**config.mk**
```make
export PLATFORM = sky130hd
export DESIGN_NAME = eacbu_core
export DESIGN_NICKNAME = d
export VERILOG_FILES = /design/src/pkg/eacbu_pkg.sv /design/src/logic/eacbu_core.sv
export SDC_FILE = /design/constraint.sdc
export NUM_CORES = 1
export LEC_CHECK = 0
export BUFFER_PORTS_ARGS = -buffer_cell sky130_fd_sc_hd__buf_2
export CAP_MARGIN = 20
export CORE_UTILIZATION = 54
export CTS_BUF_LIST = sky130_fd_sc_hd__clkbuf_16
export CTS_CLUSTER_SIZE = 10
export DETAILED_ROUTE_END_ITERATION = 8
export PLACE_DENSITY = 0.82
export RECOVER_POWER = 50
export SLEW_MARGIN = 20
export SYNTH_ARGS = -nofsm -noshare
export SYNTH_HDL_FRONTEND = slang
export SYNTH_SLANG_ARGS = --single-unit
```
**constraint.sdc**
```tcl
create_clock -name pclk -period 3.6 [get_ports pclk]
set_clock_uncertainty 0.15 [all_clocks]
set_input_delay 1.08 -clock pclk [delete_from_list [all_inputs] [get_ports pclk]]
set_output_delay 1.08 -clock pclk [all_outputs]
set_load 0.005 [all_outputs]
```
**src/pkg/eacbu_pkg.sv**
```systemverilog
/*
  Package of the extended-address conditional branch unit: instruction
  field positions, opcodes, condition codes, cycle counts, register map
  and the structs that carry requests, results and module state.
  Assumes a 32-bit instruction word and 64-bit registers and addresses.
*/
package eacbu_pkg;

  // Instruction fields, little-endian indices of the 32-bit word
  localparam int OPC_HI = 31;
  localparam int OPC_LO = 26;
  localparam int DS_BIT = 25;
  localparam int EXT_BIT = 24;
  localparam int COND_HI = 23;
  localparam int COND_LO = 21;
  localparam int SRC_HI = 20;
  localparam int SRC_LO = 16;
  localparam int OFF_HI = 15;
  localparam int OFF_LO = 11;
  localparam int LONG_BIT = 8;
  localparam int IMM_HI = 15;
  localparam int IMM_LO = 0;

  localparam logic [5:0] OPC_REG_FORM = 6'h27;
  localparam logic [5:0] OPC_IMM_FORM = 6'h2f;

  localparam logic [2:0] COND_GT = 3'h4;
  localparam logic [2:0] COND_LE = 3'h3;
  localparam logic [2:0] COND_LT = 3'h2;

  localparam logic [63:0] SEQ_STEP = 64'h0000_0000_0000_0004;

  // Cycle counts, area settings and translation level limit
  localparam logic [3:0] LAT_SHORT = 4'h1;
  localparam logic [3:0] LAT_TAKEN_DS = 4'h2;
  localparam logic [3:0] LAT_TAKEN_NODS = 4'h3;
  localparam logic [3:0] LAT_MISS_FAST = 4'h3;
  localparam logic [3:0] LAT_TAKEN_DS_SLOW = 4'h6;
  localparam logic [3:0] LAT_TAKEN_NODS_SLOW = 4'h7;
  localparam logic [3:0] LAT_XLATE_EXTRA = 4'h2;
  localparam logic [1:0] AREA_SLOW = 2'h2;
  localparam logic [1:0] AREA_FAST = 2'h0;
  localparam logic [1:0] XLATE_LEVEL_LIMIT = 2'h1;

  // Register map, byte addresses
  localparam logic [7:0] CTRL_ADDR = 8'h00;
  localparam logic [7:0] STATUS_ADDR = 8'h04;
  localparam logic [7:0] BRANCH_CNT_ADDR = 8'h08;
  localparam logic [7:0] TAKEN_CNT_ADDR = 8'h0c;
  localparam logic [7:0] TARGET_LO_ADDR = 8'h10;
  localparam logic [7:0] TARGET_HI_ADDR = 8'h14;

  // Control fields and reset values
  localparam int CTRL_EN_BIT = 0;
  localparam int CTRL_AREA_LO = 4;
  localparam int CTRL_XLATE_LO = 8;
  localparam logic CTRL_EN_RST = 1'b1;
  localparam logic [1:0] AREA_RST = 2'h0;
  localparam logic [1:0] XLATE_RST = 2'h0;

  typedef enum logic [0:0] {
    ST_IDLE,
    ST_WAIT
  } eacbu_state_e;

  typedef struct packed {
    logic [31:0] instr;
    logic [63:0] pc;
    logic [63:0] src_val;
    logic [63:0] off_val;
    logic pfx_valid;
    logic pfx_long;
    logic [47:0] pfx_value;
    logic pred_valid;
    logic pred_taken;
  } eacbu_req_s;

  typedef struct packed {
    logic hit;
    logic taken;
    logic delay_slot;
    logic squash_next;
    logic mispredict;
    logic [63:0] next_pc;
    logic [3:0] latency;
  } eacbu_res_s;

  typedef struct packed {
    logic psel;
    logic penable;
    logic pwrite;
    logic [7:0] paddr;
    logic [31:0] pwdata;
  } eacbu_apb_req_s;

  typedef struct packed {
    logic pready;
    logic pslverr;
    logic [31:0] prdata;
  } eacbu_apb_rsp_s;

  typedef struct packed {
    eacbu_state_e fsm;
    logic [3:0] cnt;
    logic ready;
    logic done;
    eacbu_res_s res;
    eacbu_apb_rsp_s apb;
    logic enable;
    logic [1:0] area_speed_setting;
    logic [1:0] translation_unit_level;
    logic [31:0] branch_cnt;
    logic [31:0] taken_cnt;
  } eacbu_state_s;

endpackage

```
**src/logic/eacbu_core.sv**
```systemverilog
/*
  Extended-address conditional branch unit: decodes the greater-than,
  less-or-equal and less-than branch forms, decides the outcome, forms
  the next program counter and paces completion per configuration.
  Assumes decode presents operands already read from the register file,
  the prefix state of the directly preceding instruction and any
  prediction, all synchronous to pclk. Registers sit on an APB slave.
*/
// Function
// (RULE1) Greater-than forms branch only when the source value is above zero.
// (RULE2) Less-or-equal forms branch only when the source is zero or below.
// (RULE3) Less-than forms branch only when the source value is below zero.
// (RULE4) Register form target is current PC plus full offset register.
// (RULE5) Immediate form target is PC plus immediate, widened by a prefix.
// (RULE6) A false condition steps the program counter by four.
// (RULE7) Register form compares long value when long flag set, else 32 bits.
// (RULE8) Immediate form compares long only after a long prefix.
// (RULE9) Delay-slot flag lets the following instruction complete first.
// (RULE10) Without delay slot the target runs next; follower is squashed.
// (RULE11) Without prefix the 16-bit immediate is sign-extended to 64 bits.
// (RULE12) A directly preceding prefix replaces the default offset.
// (RULE13) Not-taken or correctly predicted immediate branch takes one cycle.
// (RULE14) Taken with delay slot takes two cycles unless area setting is two.
// (RULE15) Taken without slot takes three; area zero mispredict also three.
// (RULE16) Area setting two: taken with delay slot takes six cycles.
// (RULE17) Area setting two: taken without slot or mispredict takes seven.
// (RULE18) Area two register form adds two cycles when translation level above one.
// (RULE19) Fields: source at bits 11-15, offset from bit 16, MSB-first numbering.
// (RULE20) Comparisons are signed two's complement; only the PC changes.
`timescale 1ns/1ps

module eacbu_core
  import eacbu_pkg::*;
(
  // Clock and reset
  input wire logic pclk,
  input wire logic presetn,
  // APB slave
  input wire logic psel,
  input wire logic penable,
  input wire logic pwrite,
  input wire logic [7:0] paddr,
  input wire logic [31:0] pwdata,
  output logic [31:0] prdata,
  output logic pready,
  output logic pslverr,
  // Branch request from decode
  input wire logic req_valid,
  input wire eacbu_req_s req,
  output logic req_ready,
  // Result to program counter and fetch
  output logic res_done,
  output eacbu_res_s res
);

  eacbu_state_s q;
  eacbu_state_s next_q;

  // Decode of the presented instruction
  logic [5:0] opc;
  logic [2:0] cond;
  logic is_reg_form;
  logic is_imm_form;
  logic cond_known;
  logic long_cmp;
  logic signed [63:0] cmp_val;
  logic [63:0] imm_off;
  logic [63:0] offset;
  logic cond_true;
  logic predicted_ok;
  logic missed;
  logic [3:0] lat;
  logic accept;
  eacbu_res_s new_res;

  always_comb begin
    opc = req.instr[OPC_HI:OPC_LO];
    cond = req.instr[COND_HI:COND_LO];
    // MSB-first bits 0-5 opcode, 11-15 source, 16 onward offset or immediate
    is_reg_form = (opc == OPC_REG_FORM); // [RULE19]
    is_imm_form = (opc == OPC_IMM_FORM); // [RULE19]
    cond_known = req.instr[EXT_BIT] &&
                 (cond == COND_GT || cond == COND_LE || cond == COND_LT);

    // Width of the compare
    if (is_reg_form) begin
      long_cmp = req.instr[LONG_BIT]; // [RULE7]
    end else begin
      long_cmp = req.pfx_valid && req.pfx_long; // [RULE8]
    end
    if (long_cmp) begin
      cmp_val = signed'(req.src_val);
    end else begin
      cmp_val = 64'(signed'(req.src_val[31:0])); // [RULE20]
    end

    // Offset formation
    if (req.pfx_valid && req.pfx_long) begin
      imm_off = {req.pfx_value, req.instr[IMM_HI:IMM_LO]}; // [RULE12]
    end else if (req.pfx_valid) begin
      imm_off = {{32{req.pfx_value[15]}}, req.pfx_value[15:0],
                 req.instr[IMM_HI:IMM_LO]}; // [RULE12]
    end else begin
      imm_off = {{48{req.instr[IMM_HI]}}, req.instr[IMM_HI:IMM_LO]}; // [RULE11]
    end
    offset = is_reg_form ? req.off_val : imm_off; // [RULE4] [RULE5]

    // Condition against zero, signed
    unique case (cond)
      COND_GT: cond_true = (cmp_val > 64'sh0); // [RULE1]
      COND_LE: cond_true = (cmp_val <= 64'sh0); // [RULE2]
      COND_LT: cond_true = (cmp_val < 64'sh0); // [RULE3]
      default: cond_true = 1'b0;
    endcase

    // Prediction only exists for the immediate form
    predicted_ok = is_imm_form && req.pred_valid && (req.pred_taken == cond_true);
    missed = is_imm_form && req.pred_valid && (req.pred_taken != cond_true);

    // Cycle count; a correct prediction hides the redirect entirely
    if (predicted_ok || (!cond_true && !missed)) begin
      lat = LAT_SHORT; // [RULE13]
    end else if (q.area_speed_setting == AREA_SLOW) begin
      if (cond_true && req.instr[DS_BIT]) begin
        lat = LAT_TAKEN_DS_SLOW; // [RULE16]
      end else begin
        lat = LAT_TAKEN_NODS_SLOW; // [RULE17]
      end
      if (is_reg_form && q.translation_unit_level > XLATE_LEVEL_LIMIT) begin
        lat = lat + LAT_XLATE_EXTRA; // [RULE18]
      end
    end else if (cond_true) begin
      // Area settings zero, one and three
      lat = req.instr[DS_BIT] ? LAT_TAKEN_DS : LAT_TAKEN_NODS; // [RULE14] [RULE15]
    end else if (q.area_speed_setting == AREA_FAST) begin
      lat = LAT_MISS_FAST; // [RULE15]
    end else begin
      // Area settings one and three mispredict: same cost as a taken branch without slot
      lat = LAT_TAKEN_NODS;
    end

    new_res = '0;
    new_res.hit = (is_reg_form || is_imm_form) && cond_known;
    new_res.taken = new_res.hit && cond_true;
    new_res.delay_slot = new_res.taken && req.instr[DS_BIT]; // [RULE9]
    new_res.squash_next = new_res.taken && !req.instr[DS_BIT]; // [RULE10]
    new_res.mispredict = new_res.hit && missed;
    if (new_res.taken) begin
      new_res.next_pc = req.pc + offset; // [RULE4] [RULE5] [RULE20]
    end else begin
      new_res.next_pc = req.pc + SEQ_STEP; // [RULE6]
    end
    // Instructions that are not ours complete at once, untouched
    new_res.latency = new_res.hit ? lat : LAT_SHORT;
  end

  assign accept = req_valid && q.ready;

  // Next state
  always_comb begin
    next_q = q;
    next_q.done = 1'b0;

    unique case (q.fsm)
      ST_IDLE: begin
        if (accept) begin
          next_q.res = new_res;
          if (new_res.hit) begin
            next_q.branch_cnt = q.branch_cnt + 32'h1;
            if (new_res.taken) begin
              next_q.taken_cnt = q.taken_cnt + 32'h1;
            end
          end
          if (new_res.latency == LAT_SHORT) begin
            next_q.done = 1'b1; // [RULE13]
          end else begin
            next_q.fsm = ST_WAIT;
            next_q.ready = 1'b0;
            next_q.cnt = new_res.latency - 4'h2;
          end
        end
      end
      ST_WAIT: begin
        // Holds decode off so the measured cycle count is exact
        if (q.cnt == 4'h0) begin
          next_q.fsm = ST_IDLE;
          next_q.done = 1'b1; // [RULE14] [RULE15] [RULE16] [RULE17]
          next_q.ready = q.enable;
        end else begin
          next_q.cnt = q.cnt - 4'h1;
        end
      end
    endcase

    if (q.fsm == ST_IDLE && !accept) begin
      next_q.ready = q.enable;
    end

    // APB: no wait state, answer registered from the setup cycle
    next_q.apb = '0;
    if (psel && !penable) begin
      next_q.apb.pready = 1'b1;
      unique case (paddr)
        CTRL_ADDR: begin
          next_q.apb.prdata[CTRL_EN_BIT] = q.enable;
          next_q.apb.prdata[CTRL_AREA_LO +: 2] = q.area_speed_setting;
          next_q.apb.prdata[CTRL_XLATE_LO +: 2] = q.translation_unit_level;
        end
        STATUS_ADDR: begin
          next_q.apb.prdata[0] = (q.fsm == ST_WAIT);
          next_q.apb.prdata[1] = q.res.taken;
          next_q.apb.prdata[2] = q.res.delay_slot;
          next_q.apb.prdata[3] = q.res.mispredict;
          next_q.apb.prdata[4] = q.res.hit;
          next_q.apb.prdata[11:8] = q.res.latency;
        end
        BRANCH_CNT_ADDR: next_q.apb.prdata = q.branch_cnt;
        TAKEN_CNT_ADDR: next_q.apb.prdata = q.taken_cnt;
        TARGET_LO_ADDR: next_q.apb.prdata = q.res.next_pc[31:0];
        TARGET_HI_ADDR: next_q.apb.prdata = q.res.next_pc[63:32];
        default: next_q.apb.pslverr = 1'b1;
      endcase
      // Writes to read-only words are refused as well
      if (pwrite && paddr != CTRL_ADDR && paddr != BRANCH_CNT_ADDR &&
          paddr != TAKEN_CNT_ADDR) begin
        next_q.apb.pslverr = 1'b1;
      end
      if (pwrite) begin
        next_q.apb.prdata = '0;
      end
    end

    // Write takes effect at the completing edge only
    if (psel && penable && q.apb.pready && pwrite && !q.apb.pslverr) begin
      unique case (paddr)
        CTRL_ADDR: begin
          next_q.enable = pwdata[CTRL_EN_BIT];
          next_q.area_speed_setting = pwdata[CTRL_AREA_LO +: 2];
          next_q.translation_unit_level = pwdata[CTRL_XLATE_LO +: 2];
        end
        // Any write clears a counter; a branch counted in the same cycle survives
        BRANCH_CNT_ADDR: next_q.branch_cnt = {31'h0, next_q.branch_cnt != q.branch_cnt};
        TAKEN_CNT_ADDR: next_q.taken_cnt = {31'h0, next_q.taken_cnt != q.taken_cnt};
        default: next_q.enable = q.enable;
      endcase
    end
  end

  always_ff @(posedge pclk or negedge presetn) begin
    if (!presetn) begin
      q <= '0;
      q.fsm <= ST_IDLE;
      q.enable <= CTRL_EN_RST;
      q.area_speed_setting <= AREA_RST;
      q.translation_unit_level <= XLATE_RST;
    end else begin
      q <= next_q;
    end
  end

  assign prdata = q.apb.prdata;
  assign pready = q.apb.pready;
  assign pslverr = q.apb.pslverr;
  assign req_ready = q.ready;
  assign res_done = q.done;
  assign res = q.res;

endmodule

```
==> out/results.tsv <==
metric	value	unit
violations	max-capacitance violations, negative setup slack	
hpwlAfterDp	47.7	mm
crit_chain	buf_6 > nand4b_1 > or3_4 > buf_12 > o221a_4 > ha_4 > nand3_2 > or4_4 > a311oi_4 > nor4b_4 > buf_6 > nor4_4 > o21ai_2 > a2111oi_4 > mux2_4 > o211ai_1	
hold_viol_final	0	
num-fill-cells	2097	
die_w	171	um
power_leakage	0.0103	uW
whs	0.349	ns
cpMostUsedCell	buf_6	
cts.root.buffer_cell	clkbuf_16	
yosysMostFrequentCell	nand2_1	
io_buffer_count	398	
cp-start-kind	input pin	
top_layer	met4	
path_class	in -> reg	
vias_per_cell	6.05	
drt_iter0_drc	2080	
setup_viol	71	
cp_data_required_time	3.80	ns
clockBufferDepth	2	
vias	17600	
whs_path_depth	2	
max_cap_violations	1	
grt_pass1_vias	16800	
initial_utilization	0.553	
die_y	171	um
avgSynthCellArea	8.01	sq um
final_core_util	0.765	
fin_nets	2910	
ys_seq_elements	183	
outcome	finished, violations left	
rr_worst_depth	9	
ctsHtreeMaxLevel	4	
min_path_type	reg -> reg	
synth_ff_type	dfrtp_1	
ios	431	
core_area	27900	sq um
dr.pass1.iters	8	
insertion_delay	0.44	ns
relSlewSlack	0.00473	
yosysTopAreaCellShare	0.295	
rsz0062_at_grt	true	
wl_per_cell	20.5	um
track_usage	0.400	
crit_path_max_fanout	10	
synth_common_cells	nand2_1 (254), nor2_1 (184), dfrtp_1 (182), o21ai_0 (150), a21oi_1 (143)	
cp.arrival	5.00	ns
antenna_found_initial	1	
ant_nets	0	
worstSetupPathDepth	16	
syn_area	15500	sq um
numCtsBuffers	17	
fin_crit	4.80	ns
cts_hold_repair.buffers	0	
wl_met2	27.4	mm
grt_max_degree	109	
gp_congestion	1.00	
dieArea	29300	sq um
grt_pass1_wl	90.5	mm
dr_wl_met3	5.27	mm
yosysUniqueCellTypes	76	
cts_tree	yes	
cpPeakStageDelay	0.56	ns
worst_slew_pin_slew	1.49	ns
core.rowCount	61	
critPathBufInv	3	
routed_wl	59.7	mm
stdcell_count	2911	
seq_area_frac_synth	0.296	
synth.area.top_cells	dfrtp_1 (29%), nand2_1 (6.2%), ha_1 (5.5%)	
postLayoutSetupSlackWorst	-1.20	ns
path_clk_slew	0.07	ns
fmax	208	MHz
finalMaxSlewViolations	0	
layout-drive-gt1-share	0.409	
synth.net_count	2320	
finalCritPeriodShare	1.33	
critPathTopFamily	simple AND/OR/NAND/NOR gates	
power_density	293	nW/um^2
cts_sinks	183	
area_growth	38.3	%
preCtsSetupSlack	-1.66	ns
dp_cells	2859	
irDropWorstVdd	0.000331	V
drc_errors	0	
syn_inst	1929	
wl_met1	24.2	mm
yosysWarnings	0	
critPathCaptureType	flop	
gr-total-overflow	0	
synth_edf_count	0	
synth_top_cell_by_area	dfrtp_1	
crit_slowest_cell	or4_4	
async_flop_share	1.00	
-- metrics by stage --
stage | power, uW | setup TNS [ns] | instance area, sq um
floorplan | 3170 | -48.51 | 16000
global placement | 4160 | -81.73 | 20100
detailed placement | 4200 | -87.29 | 20100
CTS | 6100 | -36.83 | 20900
global route | 6510 | -52.54 | 21400
finish | 6260 | -44.38 | 21400
-- layout make-up --
type	count	area, sq um	area share
Multi-Input combinational cell	1501	10500	0.493
Sequential cell	183	4580	0.214
Inverter	28	105	0.00492
Clock inverter	15	150	0.00702
Antenna cell	1	2.50	0.000117
Tap cell	378	473	0.0221
Timing Repair Buffer	788	5100	0.238
Clock buffer	17	425	0.0199
-- report_power, final --
part / switching (uW) / internal [uW] / total (uW)
sequential: 34.0 / 2070 / 2110
combinational: 1170 / 1120 / 2290
clock: 837 / 1030 / 1860
-- repair_timing --
item,4_1_cts,5_1_grt
setup buffers,1,17
gates cloned,0,1
pin swaps,4,14
resized for setup,73,76
endpoints found under the setup margin,67,92
-- per-layer routing --
metal | up-vias | track usage
li1 | 8013 | -
met1 | 8359 | 0.526
met2 | 1046 | 0.648
met3 | 199 | 0.0693
met4 | 0 | 0.170
met5 | - | 0
-- worst paths after layout --
kind / end / from / slack, ns
max in group asynchronous: res[58] / presetn / 0.65
min: res[69] / res[69] / 0.35
max reg2reg: q[52] / q[182] / 0.93
max: res[65] / req[274] / -1.20
min reg2reg: res[69] / res[69] / 0.35
min in group asynchronous: q[35] / presetn / 0.85
-- flip-flops by register name (all words and copies together), names as in the netlist --
signal     flops
q             74
pslverr        1
res_done       1
res           73
pready         1
req_ready      1
prdata        32
-- cells by family (layout without fill, tap and decap cells) --
logic type / after synthesis / count (layout) / share of synthesized area
flip-flops: 183 / 183 / 0.296
AND/OR/NAND/NOR: 712 / 712 / 0.220
adder cells (fa/ha/maj): 69 / 69 / 0.0563
multiplexers: 41 / 41 / 0.0295
AO/OA/AOI/OAI: 514 / 514 / 0.218
buffers and inverters: 245 / 848 / 0.0864
other: 0 / 1 / 0
XOR/XNOR: 165 / 165 / 0.0935
-- worst reg2reg max path, stage by stage, from the launching register on --
cell	delay [ns]
dfrtp_1	0.50
or2_4	0.32
nor2_1	0.27
and4_1	0.29
and2_1	0.20
nand3_1	0.25
buf_4	0.24
nor2_1	0.12
xnor2_1	0.15
nor2_1	0.06
-- cells in the final DEF (no fill, tap or decap), drive strengths merged, types with 9 or more instances in the layout --
cell    count
buf       776
nand2     254
nor2      184
dfrtp     182
o21ai     153
a21oi     143
xor2       89
xnor2      76
ha         68
nand3      53
nand4      43
a21o       40
and3       40
mux2       37
inv        33
o221a      31
clkbuf     29
a222oi     26
a22oi      23
nor4       23
or3        22
nor3       20
and4       18
a31oi      15
and2       13
nor2b      11
o21bai     11
o31ai      10
o21a        9
Power figures use the tool's default switching activity.
